## src/sad_defs.vh

```
// Address map constants for the system address decoder.
// Assumes a 32-bit byte-addressed processor bus and word-wide targets.
`ifndef SAD_DEFS_VH
`define SAD_DEFS_VH

// ********************************************************************
// Target count and target indices
// ********************************************************************
`define SAD_NTGT 28
`define SAD_IDX_FLASH 5'h00
`define SAD_IDX_SRAM 5'h01
`define SAD_IDX_WATCHDOG 5'h02
`define SAD_IDX_GPIOA 5'h03
`define SAD_IDX_GPIOB 5'h04
`define SAD_IDX_GPIOC 5'h05
`define SAD_IDX_GPIOD 5'h06
`define SAD_IDX_SYNC_SERIAL_PORT0 5'h07
`define SAD_IDX_ASYNC_SERIAL_PORT0 5'h08
`define SAD_IDX_I2C_MASTER0 5'h09
`define SAD_IDX_I2C_SLAVE0 5'h0A
`define SAD_IDX_GPIOE 5'h0B
`define SAD_IDX_GPIOF 5'h0C
`define SAD_IDX_GPIOG 5'h0D
`define SAD_IDX_GPIOH 5'h0E
`define SAD_IDX_PWM 5'h0F
`define SAD_IDX_TIMER0 5'h10
`define SAD_IDX_TIMER1 5'h11
`define SAD_IDX_TIMER2 5'h12
`define SAD_IDX_COMPARATORS 5'h13
`define SAD_IDX_CAN0 5'h14
`define SAD_IDX_FLASH_CONTROL 5'h15
`define SAD_IDX_SYSTEM_CONTROL 5'h16
`define SAD_IDX_SOFTWARE_TRACE_UNIT 5'h17
`define SAD_IDX_WATCHPOINT_TRACE_UNIT 5'h18
`define SAD_IDX_PATCH_BREAKPOINT_UNIT 5'h19
`define SAD_IDX_VECTORED_INTERRUPT_CONTROLLER 5'h1A
`define SAD_IDX_TRACE_PORT_UNIT 5'h1B

// ********************************************************************
// Window bases and offset masks (all windows are size aligned)
// ********************************************************************
`define SAD_FLASH_BASE 32'h00000000
`define SAD_FLASH_MASK 32'h1FFFFFFF
`define SAD_SRAM_BASE 32'h20000000
`define SAD_SRAM_MASK 32'h000FFFFF
`define SAD_MASK_4K 32'h00000FFF
`define SAD_MASK_2K 32'h000007FF
`define SAD_WATCHDOG_BASE 32'h40000000
`define SAD_GPIOA_BASE 32'h40004000
`define SAD_GPIOB_BASE 32'h40005000
`define SAD_GPIOC_BASE 32'h40006000
`define SAD_GPIOD_BASE 32'h40007000
`define SAD_SYNC_SERIAL_PORT0_BASE 32'h40008000
`define SAD_ASYNC_SERIAL_PORT0_BASE 32'h4000C000
`define SAD_I2C_MASTER0_BASE 32'h40020000
`define SAD_I2C_SLAVE0_BASE 32'h40020800
`define SAD_GPIOE_BASE 32'h40024000
`define SAD_GPIOF_BASE 32'h40025000
`define SAD_GPIOG_BASE 32'h40026000
`define SAD_GPIOH_BASE 32'h40027000
`define SAD_PWM_BASE 32'h40028000
`define SAD_TIMER0_BASE 32'h40030000
`define SAD_TIMER1_BASE 32'h40031000
`define SAD_TIMER2_BASE 32'h40032000
`define SAD_COMPARATORS_BASE 32'h4003C000
`define SAD_CAN0_BASE 32'h40040000
`define SAD_FLASH_CONTROL_BASE 32'h400FD000
`define SAD_SYSTEM_CONTROL_BASE 32'h400FE000
`define SAD_SOFTWARE_TRACE_UNIT_BASE 32'hE0000000
`define SAD_WATCHPOINT_TRACE_UNIT_BASE 32'hE0001000
`define SAD_PATCH_BREAKPOINT_UNIT_BASE 32'hE0002000
`define SAD_VECTORED_INTERRUPT_CONTROLLER_BASE 32'hE000E000
`define SAD_TRACE_PORT_UNIT_BASE 32'hE0040000

// ********************************************************************
// Bit alias windows
// ********************************************************************
`define SAD_SRAM_ALIAS_BASE 32'h22000000
`define SAD_PERIPH_ALIAS_BASE 32'h42000000
`define SAD_ALIAS_MASK 32'h01FFFFFF
`define SAD_PERIPH_BASE 32'h40000000

// ********************************************************************
// Default implemented memory sizes in bytes
// ********************************************************************
`define SAD_FLASH_BYTES 32'h00010000
`define SAD_SRAM_BYTES 32'h00004000

// ********************************************************************
// Sequencer states
// ********************************************************************
`define SAD_ST_IDLE 2'h0
`define SAD_ST_ACC 2'h1
`define SAD_ST_GAP 2'h2

`endif

```

## src/sad_bitband.v

```verilog
// Bit alias translation and single-bit merge for the address decoder.
// Assumes the caller registers the merge inputs; this block is purely
// combinational.
`include "sad_defs.vh"

module sad_bitband (
    addr,
    isAlias,
    wordAddr,
    bitIdx,
    word,
    mergeIdx,
    mergeVal,
    merged,
    bitOut
);
    input wire [31:0] addr;      // Address presented by the master.
    output wire isAlias;         // High when addr lies in an alias window.
    output wire [31:0] wordAddr; // Aliased target word address.
    output wire [4:0] bitIdx;    // Bit position inside that word.
    input wire [31:0] word;      // Word read back from the target.
    input wire [4:0] mergeIdx;   // Bit to replace or extract.
    input wire mergeVal;         // New value of that bit.
    output wire [31:0] merged;   // Word with only that bit changed.
    output wire bitOut;          // Extracted bit of the read word.

    // ****************************************************************
    // Alias window detection
    // ****************************************************************
    // Both windows are 32 MB and size aligned, so a mask compare works.
    wire sramAlias;
    wire periphAlias;
    assign sramAlias =
        (addr & ~`SAD_ALIAS_MASK) == `SAD_SRAM_ALIAS_BASE;
    assign periphAlias =
        (addr & ~`SAD_ALIAS_MASK) == `SAD_PERIPH_ALIAS_BASE;
    assign isAlias = sramAlias | periphAlias;

    // ****************************************************************
    // Translation: each alias word stands for one bit of a real word
    // ****************************************************************
    // Alias bits 24:7 pick the real word, bits 6:2 the bit within it.
    assign wordAddr = (periphAlias ? `SAD_PERIPH_BASE : `SAD_SRAM_BASE) |
        {12'h000, addr[24:7], 2'h0};
    assign bitIdx = addr[6:2];

    // ****************************************************************
    // Merge and extract
    // ****************************************************************
    // Only the addressed bit differs between word and merged.
    assign merged = (word & ~(32'h00000001 << mergeIdx)) |
        ({31'h00000000, mergeVal} << mergeIdx);
    assign bitOut = word[mergeIdx];
endmodule

```

## src/sad_decoder.v

```verilog
// System address decoder: routes each processor bus access to one target or to a bus fault.
// Assumes one master that issues a request pulse only while mBusy is
// low, and targets that answer with tReady while their select is high.
`include "sad_defs.vh"

// Operation
// Flash range routes to flash, unbacked faults
// SRAM range routes to SRAM, unbacked faults
// Reserved SRAM space always faults
// SRAM alias window maps bits of SRAM
// Peripheral alias window maps bits of peripherals
// Each peripheral owns a fixed window, offset decoded
// Future peripheral space selects no module
// Reserved peripheral space selects no target
// External device space selects nothing
// Select software trace unit window
// Select watchpoint trace unit window
// Select patch breakpoint unit window
// Select interrupt controller window
// Select trace port unit window
// Vendor space has no target
// Reserved or unlisted addresses answer bus fault
// At most one select; forward data or fault
// Alias write changes one bit; read returns it
module sad_decoder #(
    parameter [31:0] FLASH_BYTES = `SAD_FLASH_BYTES,
    parameter [31:0] SRAM_BYTES = `SAD_SRAM_BYTES
) (
    input wire clk,
    input wire nrst,
    input wire mReq,
    input wire mWrite,
    input wire [31:0] mAddr,
    input wire [31:0] mWdata,
    output reg mBusy,
    output reg mDone,
    output reg mFault,
    output reg [31:0] mRdata,
    output reg [`SAD_NTGT-1:0] tSel,
    output reg tWrite,
    output reg [31:0] tAddr,
    output reg [31:0] tWdata,
    input wire [`SAD_NTGT*32-1:0] tRdata,
    input wire [`SAD_NTGT-1:0] tReady
);
    localparam NTGT = `SAD_NTGT;

    // ****************************************************************
    // Window decode
    // ****************************************************************
    // Returns {hit, index}. Anything not listed falls through as a miss,
    // which covers the reserved SRAM space, the future and reserved
    // peripheral space, the external device space and vendor space.
    function [5:0] decodeWin;
        input [31:0] a;
        reg [5:0] r;
        begin
            r = 6'h00;
            if ((a & ~`SAD_FLASH_MASK) == `SAD_FLASH_BASE) begin
                r = {1'b1, `SAD_IDX_FLASH};
            end else if ((a & ~`SAD_SRAM_MASK) == `SAD_SRAM_BASE) begin
                r = {1'b1, `SAD_IDX_SRAM};
            end else if ((a & ~`SAD_MASK_2K) == `SAD_I2C_MASTER0_BASE) begin
                r = {1'b1, `SAD_IDX_I2C_MASTER0};
            end else if ((a & ~`SAD_MASK_2K) == `SAD_I2C_SLAVE0_BASE) begin
                r = {1'b1, `SAD_IDX_I2C_SLAVE0};
            end else begin
                // The remaining windows are all 4 KB, keyed on bits 31:12.
                case (a & ~`SAD_MASK_4K)
                    `SAD_WATCHDOG_BASE: r = {1'b1, `SAD_IDX_WATCHDOG};
                    `SAD_GPIOA_BASE: r = {1'b1, `SAD_IDX_GPIOA};
                    `SAD_GPIOB_BASE: r = {1'b1, `SAD_IDX_GPIOB};
                    `SAD_GPIOC_BASE: r = {1'b1, `SAD_IDX_GPIOC};
                    `SAD_GPIOD_BASE: r = {1'b1, `SAD_IDX_GPIOD};
                    `SAD_SYNC_SERIAL_PORT0_BASE:
                        r = {1'b1, `SAD_IDX_SYNC_SERIAL_PORT0};
                    `SAD_ASYNC_SERIAL_PORT0_BASE:
                        r = {1'b1, `SAD_IDX_ASYNC_SERIAL_PORT0};
                    `SAD_GPIOE_BASE: r = {1'b1, `SAD_IDX_GPIOE};
                    `SAD_GPIOF_BASE: r = {1'b1, `SAD_IDX_GPIOF};
                    `SAD_GPIOG_BASE: r = {1'b1, `SAD_IDX_GPIOG};
                    `SAD_GPIOH_BASE: r = {1'b1, `SAD_IDX_GPIOH};
                    `SAD_PWM_BASE: r = {1'b1, `SAD_IDX_PWM};
                    `SAD_TIMER0_BASE: r = {1'b1, `SAD_IDX_TIMER0};
                    `SAD_TIMER1_BASE: r = {1'b1, `SAD_IDX_TIMER1};
                    `SAD_TIMER2_BASE: r = {1'b1, `SAD_IDX_TIMER2};
                    `SAD_COMPARATORS_BASE: r = {1'b1, `SAD_IDX_COMPARATORS};
                    `SAD_CAN0_BASE: r = {1'b1, `SAD_IDX_CAN0};
                    `SAD_FLASH_CONTROL_BASE:
                        r = {1'b1, `SAD_IDX_FLASH_CONTROL};
                    `SAD_SYSTEM_CONTROL_BASE:
                        r = {1'b1, `SAD_IDX_SYSTEM_CONTROL};
                    `SAD_SOFTWARE_TRACE_UNIT_BASE:
                        r = {1'b1, `SAD_IDX_SOFTWARE_TRACE_UNIT};
                    `SAD_WATCHPOINT_TRACE_UNIT_BASE:
                        r = {1'b1, `SAD_IDX_WATCHPOINT_TRACE_UNIT};
                    `SAD_PATCH_BREAKPOINT_UNIT_BASE:
                        r = {1'b1, `SAD_IDX_PATCH_BREAKPOINT_UNIT};
                    `SAD_VECTORED_INTERRUPT_CONTROLLER_BASE:
                        r = {1'b1, `SAD_IDX_VECTORED_INTERRUPT_CONTROLLER};
                    `SAD_TRACE_PORT_UNIT_BASE:
                        r = {1'b1, `SAD_IDX_TRACE_PORT_UNIT};
                    // Reserved and unlisted space selects nothing.
                    default: r = 6'h00;
                endcase
            end
            decodeWin = r;
        end
    endfunction

    // Offset mask of a window, so targets see addresses from their base.
    function [31:0] winMask;
        input [4:0] i;
        begin
            case (i)
                `SAD_IDX_FLASH: winMask = `SAD_FLASH_MASK;
                `SAD_IDX_SRAM: winMask = `SAD_SRAM_MASK;
                `SAD_IDX_I2C_MASTER0: winMask = `SAD_MASK_2K;
                `SAD_IDX_I2C_SLAVE0: winMask = `SAD_MASK_2K;
                default: winMask = `SAD_MASK_4K;
            endcase
        end
    endfunction

    // ****************************************************************
    // Request side: alias translation and decode
    // ****************************************************************
    wire bbAlias;          // Request address lies in an alias window.
    wire [31:0] bbWordAddr; // Real word behind an alias address.
    wire [4:0] bbBit;      // Bit index behind an alias address.
    wire [31:0] bbMerged;  // Read word with the alias bit replaced.
    wire bbBitOut;         // Alias bit taken from the read word.
    wire [31:0] selRdata;  // Read data of the selected target.
    reg aliasOp;           // Transfer in flight goes through an alias.
    reg writeOp;           // Transfer in flight is a write.
    reg secondPhase;       // Alias write is in its write-back phase.
    reg [4:0] aliasBit;    // Stored alias bit index.
    reg aliasVal;          // Stored alias write bit.
    reg [31:0] mergedWord; // Word to write back for an alias write.
    reg [`SAD_NTGT-1:0] selSave; // Select to reuse for write-back.
    reg [1:0] state;       // Sequencer state.

    sad_bitband uBitband (
        .addr(mAddr),
        .isAlias(bbAlias),
        .wordAddr(bbWordAddr),
        .bitIdx(bbBit),
        .word(selRdata),
        .mergeIdx(aliasBit),
        .mergeVal(aliasVal),
        .merged(bbMerged),
        .bitOut(bbBitOut)
    );

    wire [31:0] reqAddr;   // Address after alias translation.
    wire [5:0] reqDec;     // Decode result {hit, index}.
    wire [31:0] reqOffset; // Offset inside the chosen window.
    wire reqBacked;        // Offset lies inside implemented memory.
    wire reqHit;           // Request selects a real target.
    wire [`SAD_NTGT-1:0] reqOneHot; // Select vector for the request.

    assign reqAddr = bbAlias ? bbWordAddr : mAddr;
    assign reqDec = decodeWin(reqAddr);
    assign reqOffset = reqAddr & winMask(reqDec[4:0]);
    // Flash and SRAM windows are larger than the parts fitted, so the
    // top of each window must fault rather than alias the memory.
    assign reqBacked =
        (reqDec[4:0] == `SAD_IDX_FLASH) ? (reqOffset < FLASH_BYTES) :
        (reqDec[4:0] == `SAD_IDX_SRAM) ? (reqOffset < SRAM_BYTES) :
        1'b1;
    assign reqHit = reqDec[5] & reqBacked;
    // A shifted single one guarantees at most one select.
    assign reqOneHot =
        {{(NTGT-1){1'b0}}, 1'b1} << reqDec[4:0];

    // ****************************************************************
    // Answer side: one AND-OR stage per target
    // ****************************************************************
    // Because tSel is one-hot, OR-ing gated data yields the one answer.
    wire [31:0] rdChain [0:`SAD_NTGT];
    assign rdChain[0] = 32'h00000000;
    genvar g;
    generate
        for (g = 0; g < NTGT; g = g + 1) begin : gRd
            assign rdChain[g+1] = rdChain[g] |
                (tSel[g] ? tRdata[g*32 +: 32] : 32'h00000000);
        end
    endgenerate
    assign selRdata = rdChain[NTGT];

    wire selReady;         // Selected target ends its wait.
    assign selReady = |(tSel & tReady);

    // ****************************************************************
    // Sequencer
    // ****************************************************************
    // A plain access is one target phase. An alias write is a read,
    // one idle cycle with no select, then a write of the merged word;
    // the gap keeps the two phases distinct to a target that latches
    // on the rising edge of its select.
    always @(posedge clk or negedge nrst) begin
        if (!nrst) begin
            state <= `SAD_ST_IDLE;
            mBusy <= 1'b0;
            mDone <= 1'b0;
            mFault <= 1'b0;
            mRdata <= 32'h00000000;
            tSel <= {NTGT{1'b0}};
            tWrite <= 1'b0;
            tAddr <= 32'h00000000;
            tWdata <= 32'h00000000;
            aliasOp <= 1'b0;
            writeOp <= 1'b0;
            secondPhase <= 1'b0;
            aliasBit <= 5'h00;
            aliasVal <= 1'b0;
            mergedWord <= 32'h00000000;
            selSave <= {NTGT{1'b0}};
        end else begin
            // Done and fault are one-cycle pulses by default.
            mDone <= 1'b0;
            mFault <= 1'b0;
            case (state)
                `SAD_ST_IDLE: begin
                    if (mReq) begin
                        if (reqHit) begin
                            // Launch the target phase.
                            state <= `SAD_ST_ACC;
                            mBusy <= 1'b1;
                            tSel <= reqOneHot;
                            selSave <= reqOneHot;
                            // Alias writes start with a read.
                            tWrite <= mWrite & ~bbAlias;
                            tAddr <= reqOffset;
                            tWdata <= mWdata;
                            aliasOp <= bbAlias;
                            writeOp <= mWrite;
                            secondPhase <= 1'b0;
                            aliasBit <= bbBit;
                            aliasVal <= mWdata[0];
                        end else begin
                            // Reserved, unlisted or unbacked address:
                            // no select, fault answer next cycle.
                            mDone <= 1'b1;
                            mFault <= 1'b1;
                            mRdata <= 32'h00000000;
                        end
                    end
                end
                `SAD_ST_ACC: begin
                    // Wait states last as long as the target holds ready low.
                    if (selReady) begin
                        tSel <= {NTGT{1'b0}};
                        tWrite <= 1'b0;
                        if (aliasOp && writeOp && !secondPhase) begin
                            mergedWord <= bbMerged;
                            state <= `SAD_ST_GAP;
                        end else begin
                            state <= `SAD_ST_IDLE;
                            mBusy <= 1'b0;
                            mDone <= 1'b1;
                            if (aliasOp && !writeOp) begin
                                mRdata <= {31'h00000000, bbBitOut};
                            end else if (writeOp) begin
                                mRdata <= 32'h00000000;
                            end else begin
                                mRdata <= selRdata;
                            end
                        end
                    end
                end
                `SAD_ST_GAP: begin
                    // Write back the word with only one bit changed.
                    state <= `SAD_ST_ACC;
                    secondPhase <= 1'b1;
                    tSel <= selSave;
                    tWrite <= 1'b1;
                    tWdata <= mergedWord;
                end
                default: begin
                    state <= `SAD_ST_IDLE;
                    mBusy <= 1'b0;
                    tSel <= {NTGT{1'b0}};
                    tWrite <= 1'b0;
                end
            endcase
        end
    end
endmodule

```

## config.mk

```make
export PLATFORM = sky130hd
export DESIGN_NAME = sad_decoder
export DESIGN_NICKNAME = d
export VERILOG_FILES = /design/src/sad_bitband.v /design/src/sad_decoder.v
export VERILOG_INCLUDE_DIRS = /design/src
export SDC_FILE = /design/constraint.sdc
export NUM_CORES = 1
export LEC_CHECK = 0
export BUFFER_PORTS_ARGS = -buffer_cell sky130_fd_sc_hd__buf_2
export CAP_MARGIN = 20
export CORE_AREA = 2 2 433 435
export DETAILED_ROUTE_END_ITERATION = 8
export DIE_AREA = 0 0 435 437
export PLACE_DENSITY = 0.3
export SYNTH_ARGS = -nofsm -noshare
export SYNTH_HDL_FRONTEND = slang
export SYNTH_SLANG_ARGS = --single-unit
```

## constraint.sdc

```tcl
create_clock -name clk -period 3.9 [get_ports clk]
set_input_delay 0.585 -clock clk [delete_from_list [all_inputs] [get_ports clk]]
set_output_delay 0.585 -clock clk [all_outputs]
set_load 0.005 [all_outputs]
```

# ---- Word-level counts from Yosys, hierarchy flattened
# Index checks and enable logic that the tools add are counted.
dict set report word_totals {
  ff_bits 199
  out_inout_bits 128
  wordCells 194
}
dict set report op_classes {
  n_lt_le_gt_ge 3
  n_eq_ne 39
  shift 3
  muxes 77
  bitwise_logic 38
  n_reduce_logical 18
}
# cell n
set op_table {}
lappend op_table {{two-way mux 32 bit} 37}
lappend op_table {{OR 32 bit} 28}
lappend op_table {{equality test 20 x 19 -> 1 bit, second input constant} 19}
lappend op_table {{one-hot mux 6 bit (24 select lines)} 1}
lappend op_table {{one-hot mux 32 bit (2 select lines)} 2}
lappend op_table {{equality test 20 bit, second input constant} 5}
lappend op_table {{one-hot mux 29 bit (3 select lines)} 1}
lappend op_table {{two-way mux 28 bit} 3}
lappend op_table {{one-hot mux 28 bit (3 select lines)} 1}
lappend op_table {{AND 32 bit} 2}
lappend op_table {{equality test 21 x 20 -> 1 bit, second input constant} 2}
lappend op_table {{logical NOT 32 bit} 1}
lappend op_table {{< comparator 32 x 15 -> 1 bit, second input constant} 1}
lappend op_table {{< comparator 32 x 17 -> 1 bit, second input constant} 1}
lappend op_table {{inverter 32 bit} 1}
lappend op_table {{OR 32 x 20 -> 32 bit} 1}
lappend op_table {{left shift 1 x 5 -> 32 bit} 1}
lappend op_table {{left shift 1 x 5 -> 32 bit, first input constant} 1}
lappend op_table {{two-way mux 31 bit} 1}
lappend op_table {{AND 28 bit} 1}
lappend op_table {{OR reduction 28 bit} 1}
lappend op_table {{left shift 1 x 5 -> 28 bit, first input constant} 1}
lappend op_table {{two-way mux 6 bit} 4}
lappend op_table {{two-way mux 1 bit} 17}
lappend op_table {{other kinds (25)} 45}

# ---- Depth between registers and ports, before layout
dict set report logic_depth {
  word_depth 34
  mapped_depth 14
  mapped_depth_nobuf 9
}

# ---- By module
# From an unflattened synthesis, not the netlist that was laid out.
dict set report hier_totals {
  hier_cells 1647
  hier_area_um2 15404.8
}
# mod n_inst cells_per_inst area_each_um2
set by_module_without_submodules {}
lappend by_module_without_submodules {sad_decoder 1 1500 14181.1}
lappend by_module_without_submodules {sad_bitband 1 147 1223.7}

# ---- Least setup slack after synthesis
# Ideal clock, no wire load.
dict set report synth_timing {
  kind {input to register}
  from {input mAddr[31]}
  to {register tSel[13]}
  setup_ns 0.128
  arrival_ns 3.660
  t_required_ns 3.772
  path_slack_ns 0.112
  cell_stages 11
  path_cell_list {or4_1 buf_2 nor3_4 mux2_2 a21o_1 or4_1 nand4b_2 and3_4 o22ai_4 buf_6 mux2_1}
}
dict set report synth_between {
  elab_chain_cells 20
}
# element line_no
set synth_lines {}
lappend synth_lines {{from (decl)} sad_decoder.v:33} ;# input wire [31:0] mAddr,
lappend synth_lines {{equality test 7 x 6 -> 1 bit (no source line)} --}
lappend synth_lines {{two-way mux 31 bit (no source line)} --}
lappend synth_lines {{OR 32 x 20 -> 32 bit} sad_bitband.v:43} ;# assign wordAddr = (periphAlias ? `SAD_PERIPH_BASE : `SAD_SRAM_BASE) |
lappend synth_lines {{two-way mux 32 bit *} sad_decoder.v:162} ;# assign reqAddr = bbAlias ? bbWordAddr : mAddr;
lappend synth_lines {{equality test 20 bit or equality test 20 x 19 -> 1 bit (tied branches)} sad_decoder.v:69} ;# case (a & ~`SAD_MASK_4K)
lappend synth_lines {{one-hot mux 6 bit (24 select lines)} sad_decoder.v:69}
lappend synth_lines {{two-way mux 6 bit} sad_decoder.v:65} ;# end else if ((a & ~`SAD_MASK_2K) == `SAD_I2C_SLAVE0_BASE) begin
lappend synth_lines {{two-way mux 6 bit} sad_decoder.v:63} ;# end else if ((a & ~`SAD_MASK_2K) == `SAD_I2C_MASTER0_BASE) begin
lappend synth_lines {{(+4 left out)} --}
lappend synth_lines {{one-hot mux 29 bit (3 select lines)} sad_decoder.v:115} ;# case (i)
lappend synth_lines {{AND 32 bit} sad_decoder.v:164} ;# assign reqOffset = reqAddr & winMask(reqDec[4:0]);
lappend synth_lines {{< comparator 32 x 15 -> 1 bit} sad_decoder.v:169} ;# (reqDec[4:0] == `SAD_IDX_SRAM) ? (reqOffset < SRAM_BYTES) :
lappend synth_lines {{two-way mux 1 bit} sad_decoder.v:169}
lappend synth_lines {{two-way mux 1 bit} sad_decoder.v:168} ;# (reqDec[4:0] == `SAD_IDX_FLASH) ? (reqOffset < FLASH_BYTES) :
lappend synth_lines {{AND 1 bit} sad_decoder.v:171} ;# assign reqHit = reqDec[5] & reqBacked;
lappend synth_lines {{inequality test 2 bit (no source line)} --}
lappend synth_lines {{AND reduction 3 bit (no source line)} --}
lappend synth_lines {{to (signal assigned)} sad_decoder.v:208} ;# tSel <= {NTGT{1'b0}};
lappend synth_lines {{to (signal assigned)} sad_decoder.v:230} ;# tSel <= reqOneHot;
lappend synth_lines {{to (signal assigned)} sad_decoder.v:253} ;# tSel <= {NTGT{1'b0}};
lappend synth_lines {{to (decl)} sad_decoder.v:39} ;# output reg [`SAD_NTGT-1:0] tSel,
# Mark *: on every way between the ends. The rest lies on a longest branch, timed or not. The select of a mux whose other input is x is not followed.
# A chain may end at the register's enable or synchronous reset.

# ---- Worst setup path after layout
dict set report layout_timing {
  from {register tSel[4]}
  to {register mRdata[0]}
}
dict set report layout_between {
  elab_chain_cells 31
}
# element line_no
set layout_lines {}
lappend layout_lines {{two-way mux 32 bit} sad_decoder.v:186} ;# (tSel[g] ? tRdata[g*32 +: 32] : 32'h00000000);
lappend layout_lines {{OR 32 bit (24 in series)} sad_decoder.v:185} ;# assign rdChain[g+1] = rdChain[g] |
lappend layout_lines {{binary-select mux 1 bit (select 5 bit)} sad_bitband.v:53} ;# assign bitOut = word[mergeIdx];
lappend layout_lines {{two-way mux 1 bit (not written as such)} sad_bitband.v:53}
lappend layout_lines {{two-way mux 32 bit} sad_decoder.v:262} ;# if (aliasOp && !writeOp) begin
lappend layout_lines {{two-way mux 32 bit} sad_decoder.v:255} ;# if (aliasOp && writeOp && !secondPhase) begin
lappend layout_lines {{two-way mux 32 bit} sad_decoder.v:252} ;# if (selReady) begin
lappend layout_lines {{one-hot mux 32 bit (2 select lines)} sad_decoder.v:223} ;# case (state)
lappend layout_lines {{to (signal assigned)} sad_decoder.v:263} ;# mRdata <= {31'h00000000, bbBitOut};
lappend layout_lines {{to (signal assigned)} sad_decoder.v:267} ;# mRdata <= selRdata;
lappend layout_lines {{to (decl)} sad_decoder.v:38} ;# output reg [31:0] mRdata,
# Parallel ways exist; a longest one is shown, timed or not. The select of a mux whose other input is x is not followed.

==> impl_metrics.prom <==
# TYPE chip_impl_metric gauge
chip_impl_info{name="status",value="finished clean"} 1
chip_impl_metric{name="ctsHtreeMaxLevel",unit=""} 4
chip_impl_info{name="post_synth_most_frequent_cells",value="235 x sky130_fd_sc_hd__a22oi_1, 196 x sky130_fd_sc_hd__dfrtp_1, 156 x sky130_fd_sc_hd__a22o_1"} 1
chip_impl_metric{name="cellInternalPower",unit="W"} 0.003882
chip_impl_metric{name="drt-initial-drc-count",unit=""} 2543
chip_impl_info{name="setup_crit_end_kind",value="flip-flop"} 1
chip_impl_metric{name="powerDensity",unit="nW/um2"} 240.6
chip_impl_metric{name="portion_of_the_post_synthesis_area_used_by_sequential_elements",unit=""} 0.3274
chip_impl_metric{name="place.gp.congestion",unit=""} 1.043
chip_impl_metric{name="dr_wl_cell",unit="um"} 43.23
chip_impl_metric{name="synth.top_cell.area_share",unit=""} 0.3274
chip_impl_metric{name="clock_path_buffers",unit=""} 2
chip_impl_metric{name="irDropWorstVdd",unit="mV"} 0.3493
chip_impl_metric{name="yosysWarnings",unit=""} 0
chip_impl_info{name="hold_path.class",value="in2async"} 1
chip_impl_info{name="grt_setup_unrepaired",value="no"} 1
chip_impl_info{name="yosysTopAreaCell",value="sky130_fd_sc_hd__dfrtp_1"} 1
chip_impl_metric{name="insertion_delay",unit="ns"} 0.50
chip_impl_metric{name="final_core_util",unit=""} 0.1438
chip_impl_metric{name="initial_core_util",unit=""} 0.08095
chip_impl_metric{name="numCtsBuffers",unit=""} 17
chip_impl_metric{name="syn_avg_cell_area",unit="um2"} 8.770
chip_impl_metric{name="synthesis_stage_register_bit_count",unit=""} 196
chip_impl_metric{name="area_growth_syn_to_fin",unit="%"} 77.67
chip_impl_metric{name="power.share.switching",unit=""} 0.3936
chip_impl_metric{name="p_seq_frac",unit=""} 0.332
chip_impl_metric{name="synth_enable_flop_cells",unit=""} 0
chip_impl_metric{name="grt_pass1_wl",unit="um"} 295800
chip_impl_metric{name="groute.usage.overall",unit=""} 0.2459
chip_impl_metric{name="skew",unit="ns"} 0.01578
chip_impl_metric{name="power.static_leakage",unit="nW"} 11.72
chip_impl_metric{name="critical_path_peak_fanout",unit=""} 19
chip_impl_info{name="ctsRootBufferMaster",value="sky130_fd_sc_hd__clkbuf_16"} 1
chip_impl_metric{name="clkSlewWorstSetupHoldPaths",unit="ns"} 0.09
chip_impl_metric{name="required_arrival_time_at_the_worst_endpoint",unit="ns"} 4.30
chip_impl_metric{name="netlist_instances",unit=""} 1708
chip_impl_metric{name="antenna_found_initial",unit=""} 274
chip_impl_metric{name="setup_viol",unit=""} 0
chip_impl_metric{name="final-max-slew-violation-count",unit=""} 0
chip_impl_metric{name="grt_pass1_vias",unit=""} 22899
chip_impl_metric{name="drtPass1Iterations",unit=""} 5
chip_impl_info{name="critical_path_class",value="reg2reg"} 1
chip_impl_metric{name="max-cap-violations",unit=""} 0
chip_impl_metric{name="ant_nets_after_route",unit=""} 0
chip_impl_metric{name="relSlewSlack",unit=""} 0.2527
chip_impl_info{name="post-synth-top-count-cell",value="sky130_fd_sc_hd__a22oi_1"} 1
chip_impl_metric{name="largest_net_degree_at_the_start_of_global_routing",unit=""} 110
chip_impl_metric{name="io_buffer_count",unit=""} 1116
chip_impl_metric{name="finalHoldWorstSlack",unit="ns"} 0.1359
chip_impl_metric{name="synth_cell_type_count",unit=""} 71
chip_impl_metric{name="postRouteWirelength",unit="um"} 243200
chip_impl_metric{name="route.vias.total",unit=""} 23982
chip_impl_metric{name="setup-tns-final",unit="ns"} 0
chip_impl_metric{name="drcViolationCount",unit=""} 0
chip_impl_metric{name="cp_data_arrival_time",unit="ns"} 4.25
chip_impl_info{name="startpoint_type",value="flip-flop"} 1
chip_impl_metric{name="final_period_minus_worst_setup_slack",unit="ns"} 3.852
chip_impl_metric{name="placementRows",unit=""} 158
chip_impl_metric{name="timing.final.hold_violations",unit=""} 0
chip_impl_metric{name="clock.fmax",unit="GHz"} 0.2596
chip_impl_metric{name="finalNetCount",unit=""} 3938
chip_impl_metric{name="least_margin_pin_slew",unit="ns"} 1.119
chip_impl_info{name="yosys_most_used_dff",value="sky130_fd_sc_hd__dfrtp_1"} 1
chip_impl_metric{name="postCtsHoldBufs",unit=""} 0
chip_impl_metric{name="syn-cell-area",unit="um2"} 14980
chip_impl_metric{name="die_height",unit="um"} 437
chip_impl_metric{name="async_reset_ff_frac",unit=""} 1.000
chip_impl_metric{name="switching_power",unit="W"} 0.002520
chip_impl_info{name="cts_tree",value="yes"} 1
chip_impl_metric{name="min_period_over_period",unit=""} 0.9876
chip_impl_metric{name="full_die_area",unit="um2"} 190100
chip_impl_info{name="synthTopCellsByArea",value="sky130_fd_sc_hd__dfrtp_1 33%, sky130_fd_sc_hd__a22oi_1 12%, sky130_fd_sc_hd__a22o_1 9.1%"} 1
chip_impl_metric{name="power.share.combinational",unit=""} 0.378
chip_impl_metric{name="grt_remaining_overflow",unit=""} 0
chip_impl_metric{name="pwr-share-clk",unit=""} 0.290
chip_impl_metric{name="die_width",unit="um"} 435
chip_impl_metric{name="final_layout_size_suffix_gt1_frac",unit=""} 0.5265
chip_impl_metric{name="clock_sink_count",unit=""} 196
chip_impl_metric{name="post-dp-hpwl",unit="um"} 211500
chip_impl_metric{name="via_per_inst",unit=""} 4.263
chip_impl_metric{name="core_area",unit="um2"} 185000
chip_impl_metric{name="boundaryPins",unit=""} 1120
chip_impl_metric{name="post_layout_power",unit="W"} 0.006402
## layout by cell type (no fill, tap or decap), types with 9 or more instances in the layout
master,count
sky130_fd_sc_hd__a21oi_1,105
sky130_fd_sc_hd__a221oi_1,115
sky130_fd_sc_hd__a22o_1,156
sky130_fd_sc_hd__a22oi_1,232
sky130_fd_sc_hd__and2_1,17
sky130_fd_sc_hd__buf_12,24
sky130_fd_sc_hd__buf_2,1115
sky130_fd_sc_hd__buf_4,270
sky130_fd_sc_hd__clkbuf_16,17
sky130_fd_sc_hd__dfrtp_1,168
sky130_fd_sc_hd__dfrtp_4,27
sky130_fd_sc_hd__diode_2,186
sky130_fd_sc_hd__inv_1,10
sky130_fd_sc_hd__mux2_1,10
sky130_fd_sc_hd__mux2_2,49
sky130_fd_sc_hd__mux2i_1,21
sky130_fd_sc_hd__nand2_1,108
sky130_fd_sc_hd__nand2b_1,10
sky130_fd_sc_hd__nand3_1,50
sky130_fd_sc_hd__nand4_1,74
sky130_fd_sc_hd__nor2_1,47
sky130_fd_sc_hd__nor2b_1,9
sky130_fd_sc_hd__nor3_1,13
sky130_fd_sc_hd__o21ai_0,59
sky130_fd_sc_hd__o22ai_1,68
sky130_fd_sc_hd__o31ai_1,26
sky130_fd_sc_hd__or2_2,9
sky130_fd_sc_hd__or3_1,16
## per-stage QoR
step                setup slack [ns]  cell area, um2  std cells
floorplan                     0.1122           14990       1710
global placement             -0.9604           25540       5407
finish                       0.04833           26610       5625
detailed placement           -0.2102           25540       5408
CTS                         0.002149           26150       5440
global route                 0.03393           26470       5569
## repair_timing
| action | CTS | global route |
|---|---|---|
| buffers inserted | 0 | 0 |
| gates cloned | 0 | 0 |
| endpoints found under the setup margin | 1 | 1 |
| endpoints found under the hold margin | 0 | 0 |
| resized for setup | 4 | 2 |
## sequential cells by signal, summed over array words and instances, names as in the netlist, 2 cells and up
name,count
mergedWord,32
mRdata,32
tWdata,32
aliasBit,5
selSave,28
tAddr,29
tSel,28
state,2
## layer usage
layer	vias to the layer above	global-route usage	wire [um]
li1	9682	-	-
met1	12173	0.3060	97780
met2	1630	0.4242	119100
met3	461	0.02798	13660
met4	36	0.1101	12370
met5	-	0	228
## logic make-up after synthesis
kind of cell	after synthesis	synth area share
other cells	1	0.0002503
compound gates	808	0.3975
xor+xnor	4	0.002339
simple gates	406	0.1465
buf+inv	205	0.05555
flops	196	0.3274
mux	88	0.07041
## worst paths after layout
check                             from     endpoint  slack [ns]  cells past startpoint
max                            tSel[4]    mRdata[0]        0.05                     10
min                               nrst    tAddr[23]        0.14                      1
max reg2reg                    tSel[4]    mRdata[0]        0.05                     10
min reg2reg                selSave[13]  selSave[13]        0.48                      2
max in group asynchronous         nrst  selSave[22]        2.78                      2
min in group clk              mAddr[1]     tAddr[1]        0.34                      3
## power by group through the flow
stage | combinational, W | clock [W] | sequential (W)
6_report | 0.00242 | 0.00186 | 0.00212
5_1_grt | 0.00252 | 0.00201 | 0.00213
4_1_cts | 0.00244 | 0.00192 | 0.00213
3_5_place_dp | 0.00243 | 0 | 0.00217
3_3_place_gp | 0.00244 | 0 | 0.00217
2_1_floorplan | 0.000572 | 0 | 0.00209
## critical path, stage by stage, from the launching register on
cell and delay (ns):
sky130_fd_sc_hd__dfrtp_4 0.55, sky130_fd_sc_hd__buf_4 0.31, sky130_fd_sc_hd__a22oi_1 0.38, sky130_fd_sc_hd__nand4_1 0.37
sky130_fd_sc_hd__nor2_1 0.36, sky130_fd_sc_hd__nand4_1 0.21, sky130_fd_sc_hd__buf_4 0.22, sky130_fd_sc_hd__mux4_2 0.51
sky130_fd_sc_hd__o22ai_1 0.33, sky130_fd_sc_hd__o311ai_0 0.20, sky130_fd_sc_hd__a22o_1 0.23
## cell type report
| type | count | area (um2) |
|---|---|---|
| sequential | 196 | 5007 |
| clock buffer | 18 | 439.2 |
| multi-input combinational | 1309 | 9311 |
| clock inverter | 14 | 140.1 |
| timing repair buffer | 1410 | 8103 |
| fill | 21517 | 158400 |
| inverter | 12 | 45.04 |
| tap | 2480 | 3103 |
| antenna | 186 | 465.4 |
Note: power is estimated with default switching activity, not from simulation.
